File: config.mk
export PLATFORM = sky130hd
export DESIGN_NAME = servo_drive_config_params
export DESIGN_NICKNAME = d
export VERILOG_FILES = /design/src/include/drive_cfg_pkg.sv /design/src/stop_edge_sel.sv /design/src/servo_drive_config_params.sv
export SDC_FILE = /design/constraint.sdc
export NUM_CORES = 1
export LEC_CHECK = 0
export BUFFER_PORTS_ARGS = -buffer_cell sky130_fd_sc_hd__clkbuf_2
export CAP_MARGIN = 5
export CORE_MARGIN = 8
export CORE_UTILIZATION = 45
export CTS_CLUSTER_DIAMETER = 150
export CTS_CLUSTER_SIZE = 40
export DETAILED_ROUTE_END_ITERATION = 16
export PLACE_DENSITY = 0.77
export SLEW_MARGIN = 25
export SYNTH_ARGS = -nofsm -noshare
export SYNTH_HDL_FRONTEND = slang
export SYNTH_SLANG_ARGS = --single-unit
File: constraint.sdc
create_clock -name mclk -period 5.74 [get_ports mclk]
set_input_delay 1.148 -clock mclk [delete_from_list [all_inputs] [get_ports mclk]]
set_output_delay 1.148 -clock mclk [all_outputs]
set_load 0.01 [all_outputs]
File: src/include/drive_cfg_pkg.sv
// Constants for the drive configuration parameter bank.
// Assumes a 32-bit register port addressed by parameter index.
package drive_cfg_pkg;
  localparam int ADDR_W = 10;
  localparam int DATA_W = 32;
  // Register indices (word addresses of the communication map)
  localparam logic [9:0] TEC_SEL_ADDR   = 10'h288;
  localparam logic [9:0] ENC_MODE_ADDR  = 10'h28A;
  localparam logic [9:0] RD_FMT_ADDR    = 10'h28C;
  localparam logic [9:0] HOME_CAP_ADDR  = 10'h28E;
  localparam logic [9:0] RSVD_ADDR      = 10'h290;
  localparam logic [9:0] CAM_ALIGN_ADDR = 10'h292;
  localparam logic [9:0] STATUS_ADDR    = 10'h2A0;
  // Field positions
  localparam int TEC_EN_BIT   = 0;
  localparam int JOG_CAM_BIT  = 4;
  localparam int STOP_LVL_BIT = 8;
  localparam int FMT_DIO_BIT  = 0;
  localparam int FMT_COM_BIT  = 1;
  localparam int FMT_NOWARN_BIT = 2;
  // Writable masks, reserved bits read zero
  localparam logic [15:0] TEC_SEL_MASK  = 16'h0111;
  localparam logic [15:0] ENC_MODE_MASK = 16'h0001;
  localparam logic [15:0] RD_FMT_MASK   = 16'h0007;
  localparam logic [15:0] HOME_CAP_MASK = 16'h0001;
  // Reset values, cam clamp limit and home unlock value
  localparam logic [15:0] TEC_SEL_RST   = 16'h0000;
  localparam logic [15:0] ENC_MODE_RST  = 16'h0000;
  localparam logic [15:0] RD_FMT_RST    = 16'h0000;
  localparam logic [31:0] CAM_ALIGN_RST = 32'h00000000;
  localparam logic [31:0] CAM_ALIGN_MAX = 32'h5F3F6F5F;
  localparam logic [15:0] HOME_UNLOCK   = 16'h010F;
  // Fault and warning codes presented on the status output
  localparam logic [9:0] FAULT_ENC_MISMATCH = 10'h069;
  localparam logic [9:0] WARN_UNIT_OVF      = 10'h289;
  localparam logic [9:0] WARN_PULSE_OVF     = 10'h062;
  localparam logic [9:0] CODE_NONE          = 10'h000;
endpackage : drive_cfg_pkg

File: src/stop_edge_sel.sv
// Stop input conditioning: rising edge or level, by a select bit.
// Assumes stop_input is already synchronous to mclk.
`timescale 1ns/100ps
module stop_edge_sel (
  input  wire logic mclk,       // System clock
  input  wire logic rst,        // Async reset, active high
  input  wire logic level_mode, // 1 level, 0 rising edge
  input  wire logic stop_in,    // Stop input level
  output logic      stop_out    // Conditioned stop request
);
  logic stop_prev_reg;

  always_ff @(posedge mclk or posedge rst) begin
    if (rst) begin
      stop_prev_reg <= 1'b0;
    end else begin
      stop_prev_reg <= stop_in;
    end
  end

  always_ff @(posedge mclk or posedge rst) begin
    if (rst) begin
      stop_out <= 1'b0;
    end else begin
      stop_out <= level_mode ? stop_in : (stop_in & ~stop_prev_reg);
    end
  end
endmodule : stop_edge_sel

File: src/servo_drive_config_params.sv
// Drive configuration parameter bank with its steering logic.
// Assumes a single-cycle strobe register port and synchronous inputs.
`timescale 1ns/100ps
module servo_drive_config_params
  import drive_cfg_pkg::*;
#(
  parameter int POS_W = 32
) (
  input  wire logic                            mclk,        // Clock
  input  wire logic                            rst,         // Async reset
  input  wire logic [drive_cfg_pkg::ADDR_W-1:0] addr,       // Word index
  input  wire logic [drive_cfg_pkg::DATA_W-1:0] wdata,      // Write data
  input  wire logic                            wr_stb,      // Write strobe
  input  wire logic                            rd_stb,      // Read strobe
  output logic [drive_cfg_pkg::DATA_W-1:0]     rdata,       // Read data
  input  wire logic [15:0] special_command_parameter,       // Unlock value
  input  wire logic [31:0] electronic_gear_numerator,       // Gear numerator
  input  wire logic        cam_engaged,                     // Cam active
  input  wire logic        jog_request,                     // Jog requested
  input  wire logic        stop_input,                      // Stop pin
  input  wire logic        home_set_input,                  // Home-set pin
  input  wire logic        motor_is_absolute,               // Motor type
  input  wire logic [POS_W-1:0] current_position,           // Live position
  input  wire logic        user_unit_overflow,              // User-unit ovf
  input  wire logic        pulse_overflow,                  // Pulse ovf
  output logic             tracking_comp_en,                // Comp active
  output logic             jog_enable,                      // Jog accepted
  output logic             stop_request,                    // Stop request
  output logic             absolute_mode,                   // Absolute run
  output logic             dio_unit_pulse,                  // DI/DO in pulses
  output logic             comm_unit_pulse,                 // Comm in pulses
  output logic [9:0]       fault_code,                      // Fault shown
  output logic [9:0]       warn_code,                       // Warning shown
  output logic [POS_W-1:0] home_position,                   // Captured home
  output logic             home_set_pulse,                  // Home recorded
  output logic [31:0]      cam_align_operation              // Cam word
);
  import drive_cfg_pkg::*;

  logic [15:0] tracking_error_comp_select_reg;
  logic [15:0] encoder_position_mode_reg;
  logic [15:0] read_data_format_reg;
  logic [15:0] position_home_capture_reg;
  logic [31:0] cam_align_operation_reg;
  logic        home_fire;
  logic [15:0] wlo;
  logic        tec_sel_we;
  logic        enc_mode_we;
  logic        rd_fmt_we;
  logic        home_cap_we;
  logic        cam_align_we;
  logic        boot_done_reg;
  logic        mode_latched_reg;
  logic [31:0] status_word;
  logic [31:0] rdata_next;

  function automatic logic hit(input logic [ADDR_W-1:0] a,
                               input logic [ADDR_W-1:0] b);
    hit = (a == b) || (a == (b + 10'h001));
  endfunction : hit

  // Reserved bits are dropped at write time so they read zero, except in the unreset encoder mode register before its first write
  function automatic logic [15:0] keep(input logic [15:0] v,
                                       input logic [15:0] m);
    keep = v & m;
  endfunction : keep

  // Warning pick: user-unit overflow ahead of pulse overflow
  function automatic logic [9:0] warn_pick(input logic nowarn,
                                           input logic unit_ovf,
                                           input logic pulse_ovf);
    if (nowarn) begin
      warn_pick = CODE_NONE;
    end else if (unit_ovf) begin
      warn_pick = WARN_UNIT_OVF;
    end else if (pulse_ovf) begin
      warn_pick = WARN_PULSE_OVF;
    end else begin
      warn_pick = CODE_NONE;
    end
  endfunction : warn_pick

  assign wlo = wdata[15:0];

  // One write enable per register; each spans a pair of word indices
  assign tec_sel_we   = wr_stb && hit(addr, TEC_SEL_ADDR);
  assign enc_mode_we  = wr_stb && hit(addr, ENC_MODE_ADDR);
  assign rd_fmt_we    = wr_stb && hit(addr, RD_FMT_ADDR);
  assign home_cap_we  = wr_stb && hit(addr, HOME_CAP_ADDR);
  assign cam_align_we = wr_stb && hit(addr, CAM_ALIGN_ADDR);

  always_ff @(posedge mclk or posedge rst) begin
    if (rst) begin
      tracking_error_comp_select_reg <= TEC_SEL_RST;
    end else if (tec_sel_we) begin
      tracking_error_comp_select_reg <= keep(wlo, TEC_SEL_MASK);
    end
  end

  // Stored mode has no reset: it must outlive rst, which stands in for
  // the power cycle after which a newly written mode takes effect
  always_ff @(posedge mclk) begin
    if (enc_mode_we) begin
      encoder_position_mode_reg <= keep(wlo, ENC_MODE_MASK);
    end
  end

  always_ff @(posedge mclk or posedge rst) begin
    if (rst) begin
      read_data_format_reg <= RD_FMT_RST;
    end else if (rd_fmt_we) begin
      read_data_format_reg <= keep(wlo, RD_FMT_MASK);
    end
  end

  always_ff @(posedge mclk or posedge rst) begin
    if (rst) begin
      position_home_capture_reg <= 16'h0000;
    end else if (home_cap_we) begin
      position_home_capture_reg <= keep(wlo, HOME_CAP_MASK);
    end
  end

  always_ff @(posedge mclk or posedge rst) begin
    if (rst) begin
      cam_align_operation_reg <= CAM_ALIGN_RST;
    end else if (cam_align_we) begin
      cam_align_operation_reg <= (wdata > CAM_ALIGN_MAX) ?
                                 CAM_ALIGN_MAX : wdata;
    end
  end

  // Home capture from register write or digital input
  assign home_fire = (special_command_parameter == HOME_UNLOCK) &&
    ((home_cap_we && wdata[0]) ||
     home_set_input);

  always_ff @(posedge mclk or posedge rst) begin
    if (rst) begin
      home_set_pulse <= 1'b0;
    end else begin
      home_set_pulse <= home_fire;
    end
  end

  always_ff @(posedge mclk or posedge rst) begin
    if (rst) begin
      home_position <= '0;
    end else if (home_fire) begin
      home_position <= current_position;
    end
  end

  // Power-up latch of encoder mode, taken on the first edge after reset;
  // a mode never written counts as incremental
  always_ff @(posedge mclk or posedge rst) begin
    if (rst) begin
      boot_done_reg    <= 1'b0;
      mode_latched_reg <= 1'b0;
    end else if (!boot_done_reg) begin
      boot_done_reg <= 1'b1;
      if (encoder_position_mode_reg[0]) begin
        mode_latched_reg <= 1'b1;
      end else begin
        mode_latched_reg <= 1'b0;
      end
    end
  end

  always_ff @(posedge mclk or posedge rst) begin
    if (rst) begin
      tracking_comp_en <= 1'b0;
    end else begin
      tracking_comp_en <= (electronic_gear_numerator > 32'h00000001) &&
                          tracking_error_comp_select_reg[TEC_EN_BIT];
    end
  end

  // Jog is always allowed while the cam is released
  always_ff @(posedge mclk or posedge rst) begin
    if (rst) begin
      jog_enable <= 1'b0;
    end else begin
      jog_enable <= jog_request && (!cam_engaged ||
                    tracking_error_comp_select_reg[JOG_CAM_BIT]);
    end
  end

  always_ff @(posedge mclk or posedge rst) begin
    if (rst) begin
      absolute_mode <= 1'b0;
      fault_code    <= CODE_NONE;
    end else begin
      absolute_mode <= mode_latched_reg && motor_is_absolute;
      fault_code <= (mode_latched_reg && !motor_is_absolute) ?
                    FAULT_ENC_MISMATCH : CODE_NONE;
    end
  end

  always_ff @(posedge mclk or posedge rst) begin
    if (rst) begin
      dio_unit_pulse  <= 1'b0;
      comm_unit_pulse <= 1'b0;
    end else begin
      dio_unit_pulse  <= read_data_format_reg[FMT_DIO_BIT];
      comm_unit_pulse <= read_data_format_reg[FMT_COM_BIT];
    end
  end

  always_ff @(posedge mclk or posedge rst) begin
    if (rst) begin
      warn_code <= CODE_NONE;
    end else begin
      warn_code <= warn_pick(read_data_format_reg[FMT_NOWARN_BIT],
                             user_unit_overflow, pulse_overflow);
    end
  end

  stop_edge_sel u_stop (
    .mclk       (mclk),
    .rst        (rst),
    .level_mode (tracking_error_comp_select_reg[STOP_LVL_BIT]),
    .stop_in    (stop_input),
    .stop_out   (stop_request)
  );

  assign cam_align_operation = cam_align_operation_reg;

  // Read-only status snapshot
  assign status_word = {8'h00, fault_code, warn_code, 1'b0,
                        home_set_pulse, absolute_mode, tracking_comp_en};

  // Read mux; unmapped indices and the reserved slot read zero
  always_comb begin
    rdata_next = '0;
    if (hit(addr, TEC_SEL_ADDR)) begin
      rdata_next = {16'h0000, tracking_error_comp_select_reg};
    end else if (hit(addr, ENC_MODE_ADDR)) begin
      rdata_next = {16'h0000, encoder_position_mode_reg};
    end else if (hit(addr, RD_FMT_ADDR)) begin
      rdata_next = {16'h0000, read_data_format_reg};
    end else if (hit(addr, HOME_CAP_ADDR)) begin
      rdata_next = {16'h0000, position_home_capture_reg};
    end else if (hit(addr, CAM_ALIGN_ADDR)) begin
      rdata_next = cam_align_operation_reg;
    end else if (addr == STATUS_ADDR) begin
      rdata_next = status_word;
    end
  end

  // Read data stand only in the cycle after the strobe
  always_ff @(posedge mclk or posedge rst) begin
    if (rst) begin
      rdata <= '0;
    end else if (rd_stb) begin
      rdata <= rdata_next;
    end else begin
      rdata <= '0;
    end
  end
endmodule : servo_drive_config_params

==> results_tabular.tex <==
\begin{tabular}{lr}
\hline
Metric & Value \\
\hline
\multicolumn{2}{l}{\textbf{Synthesis}} \\
Proportion of synthesized area in mux cells & 11.9\% \\
Dominant combinational cell family by area after synthesis & simple AND/OR/NAND/NOR gates \\
Post-Syn Area & 4850 um\^{}2 \\
Basic-gate share of the synthesized area counting and, or, nand and nor cells & 12.6\% \\
Sequential share of the synthesized area & 60.4\% \\
Predominant post-synthesis flop cell & dfrtp\_1 \\
Fraction of registers with async set or reset after synthesis & 99.1\% \\
Synthesized-area fraction occupied by ao, oa, aoi and oai cells & 9.00\% \\
Synth Area per Inst & 13.3 um\^{}2 \\
Gate count of the mapped netlist & 365 \\
Synthesis Warnings & 0 \\
Register bit total from synthesis & 117 \\
Number of flops mapped to enable cells by yosys & 1 \\
Number of distinct library cells after synthesis & 43 \\
Arithmetic-cell share of the synthesized area counting full adders, half adders and majority gates & 0\% \\
Xor/xnor share of the synthesized area & 0\% \\
\multicolumn{2}{l}{\textbf{Timing}} \\
Share of the cycle needed by the critical path after routing & 55.1\% \\
Transition at the pin with the smallest max-transition slack & 1020 ps \\
Worst slew slack as a fraction of its limit & 31.8\% \\
Endpoints failing setup & 0 \\
Min Clock Period, post-route & 3160 ps \\
Crit path setup slack, layout & 2580 ps \\
Worst-case clock skew & 6.21 ps \\
Final Max Tran Viols & 0 \\
Hold Vio Cnt, Final & 0 \\
Setup repair after global routing missed its margin & no \\
Final sum of negative setup slack & 0 ps \\
Maximum clock frequency & 316 MHz \\
\multicolumn{2}{l}{\textbf{Placed design}} \\
HPWL after detailed placement & 11300 um \\
Placed Instances & 728 \\
Last weighted congestion value of the routability-driven placer & 0.822 \\
Post-Place Worst Slack & 2050 ps \\
Count of input and output buffers & 245 \\
\multicolumn{2}{l}{\textbf{Clocking}} \\
Bufs on Longest Clock Path & 2 \\
Clock tree from TritonCTS & yes \\
Number of buffers inserted for hold repair after clock tree synthesis & 0 \\
Clock tree root driver cell & clkbuf\_8 \\
TritonCTS Sinks & 117 \\
Setup fix buffers added after clock tree synthesis & 0 \\
Count of instances resized after the clock tree is built & 0 \\
Clock Pin Slew Worst Setup and Hold Paths & 50 ps \\
Latest clock arrival within the worst-skew pair & 490 ps \\
Number of buffers inserted during clock tree synthesis & 17 \\
H-tree depth & 4 \\
\multicolumn{2}{l}{\textbf{Detailed routing}} \\
Detailed-router iteration count before antenna repair & 4 \\
Vias & 3820 \\
Number of nets still failing antenna checks after routing & 0 \\
First-iteration detailed-routing DRC count & 262 \\
Number of vias per cell after detailed routing & 5.03 \\
Post-detailed-routing wire length & 14100 um \\
Number of remaining DRC errors & 0 \\
Wirelength per Cell & 18.6 um \\
\multicolumn{2}{l}{\textbf{Worst setup path}} \\
Register-to-register path setup slack & 4570 ps \\
Data arrival, critical path & 3530 ps \\
Maximum cell stage delay along the critical path & 1080 ps \\
Critical Path Start Type & input pin \\
Top fanout value on the critical path & 33 \\
List of cells traversed by the critical path & clkbuf\_2 > nand4bb\_4 > nor4b\_4 > a41oi\_1 > or4\_2 > mux2\_4 \\
Slowest cell on crit path & or4\_2 \\
Data required time at the worst endpoint & 6110 ps \\
Crit. End Element & flip-flop \\
Worst setup path category & input pin to flip-flop \\
\multicolumn{2}{l}{\textbf{Die}} \\
Die area & 14400 um\^{}2 \\
Vert. Die Dim & 120 um \\
IO Count & 256 \\
Num rows & 38 \\
Initial cell density of the core & 45.4\% \\
Core Box Area & 10700 um\^{}2 \\
Die X-Extent & 120 um \\
\multicolumn{2}{l}{\textbf{Status}} \\
Run status & finished, final reports clean \\
\multicolumn{2}{l}{\textbf{Flow run}} \\
Number of maximum-capacitance constraint violations & 0 \\
\multicolumn{2}{l}{\textbf{Power and ir drop}} \\
Reported leakage power & 3.69 nW \\
P per Cell Area & 303 nW/um\^{}2 \\
Worst supply voltage drop on vdd & 0.000181 V \\
\multicolumn{2}{l}{\textbf{Global route}} \\
Total Routing Usage GR & 19.9\% \\
Global-route wire length before repair & 22400 um \\
GR Overflow Total & 0 \\
Number of global-route vias before repair & 4322 \\
Antenna violations before repair & 0 \\
Largest net degree at the start of global routing & 60 \\
\multicolumn{2}{l}{\textbf{Finish}} \\
Reg area & 2930 um\^{}2 \\
Share of post-route cells with drive strength above 1 & 52.3\% \\
Final-stage net count & 740 \\
Layout area overhead & 37.9\% \\
Filler Cell Count & 878 \\
Diode count & 0 \\
Multi-input logic area & 1680 um\^{}2 \\
Commonest non-fill, non-tap cells in the layout & 245 x clkbuf\_2, 116 x dfrtp\_1, 29 x mux2\_4 \\
Non-Filler Instances & 759 \\
Most frequent standard cell in the layout excluding fill and tap cells & clkbuf\_2 \\
\multicolumn{2}{l}{\textbf{Worst hold path}} \\
Class of the tightest hold or removal check & flip-flop to flip-flop \\
\hline
\end{tabular}
[cells by family (layout without fill, tap and decap cells)]
family,after synthesis,count (layout)
AOI/OAI and AO/OA,61,61
buffers and inverters,44,290
DFF,117,117
muxes,42,42
other,2,10
and+or+nand+nor,99,99
[power breakdown]
group / switching (mW) / internal [mW] / leakage, nW
logic: 0.0666 / 0.0589 / 1.80
clock network: 0.348 / 0.703 / 0.286
registers: 0.0114 / 0.841 / 1.61
[area by class of cell]
class                      count  area share [%]
tap                          140            2.62
timing repair buffer         248            18.8
multi-input combinational    212            25.2
clock buffer                  23            7.12
sequential                   117            43.8
clock inverter                 8            1.83
inverter                      11           0.654
[worst paths after layout]
kind / depth (start not counted) / end / from
max in group asynchronous: 3 / rdata[3] / rst
setup / recovery: 6 / home_position[28] / addr[8]
setup reg to reg: 4 / rdata[0] / read_data_format_reg[0]
min in group asynchronous: 2 / home_position[6] / rst
hold / removal: 0 / comm_unit_pulse / read_data_format_reg[1]
hold reg to reg: 0 / comm_unit_pulse / read_data_format_reg[1]
[metal layers]
metal	up-vias	wire length [um]	share of wire [%]	GRT usage (%)
li1	1767	-	-	-
met1	1863	5300	38	22.2
met2	168	7400	53	34.7
met3	22	1100	7.8	6.34
met4	0	298	2.1	8.04
met5	-	0	0	0
[worst max-delay path: cells and delay by family]
family / cells / cell delay [ps]
compound gates: 1 / 200
mux: 1 / 470
simple gates: 3 / 1630
buf+inv: 1 / 80
[through the flow]
stage	hold WS [ps]	util, %	area [um^2]	total power [mW]
floorplan	370	-	4880	0.919
finish	398	62.5	6690	2.03
global placement	387	56.8	6070	0.989
detailed placement	395	56.9	6090	0.994
CTS	410	62.5	6690	2.05
global route	427	62.5	6690	2.10
[synthesized netlist by cell type (2+ instances only)]
cell type | number | area, um^2
mux2_2 | 11 | 124
a222oi_1 | 2 | 20.0
inv_1 | 11 | 41.3
buf_12 | 3 | 60.1
mux2i_1 | 2 | 20.0
dfrtp_1 | 116 | 2900
nand3_1 | 2 | 10.0
conb_1 | 2 | 7.51
mux2_4 | 29 | 435
and4_1 | 3 | 26.3
nor3b_1 | 4 | 30.0
nand2_1 | 24 | 90.1
nor3_1 | 3 | 15.0
a21oi_1 | 15 | 75.1
a21boi_0 | 2 | 15.0
nand4b_1 | 3 | 26.3
nor4_1 | 10 | 62.6
o22a_1 | 24 | 210
nor2_1 | 7 | 26.3
o21ai_0 | 9 | 45.0
nand4_1 | 7 | 43.8
nor2b_1 | 6 | 37.5
o211ai_1 | 2 | 15.0
buf_4 | 17 | 128
clkbuf_1 | 12 | 45.0
and2_1 | 22 | 138
(Power assumes the default switching activity.)
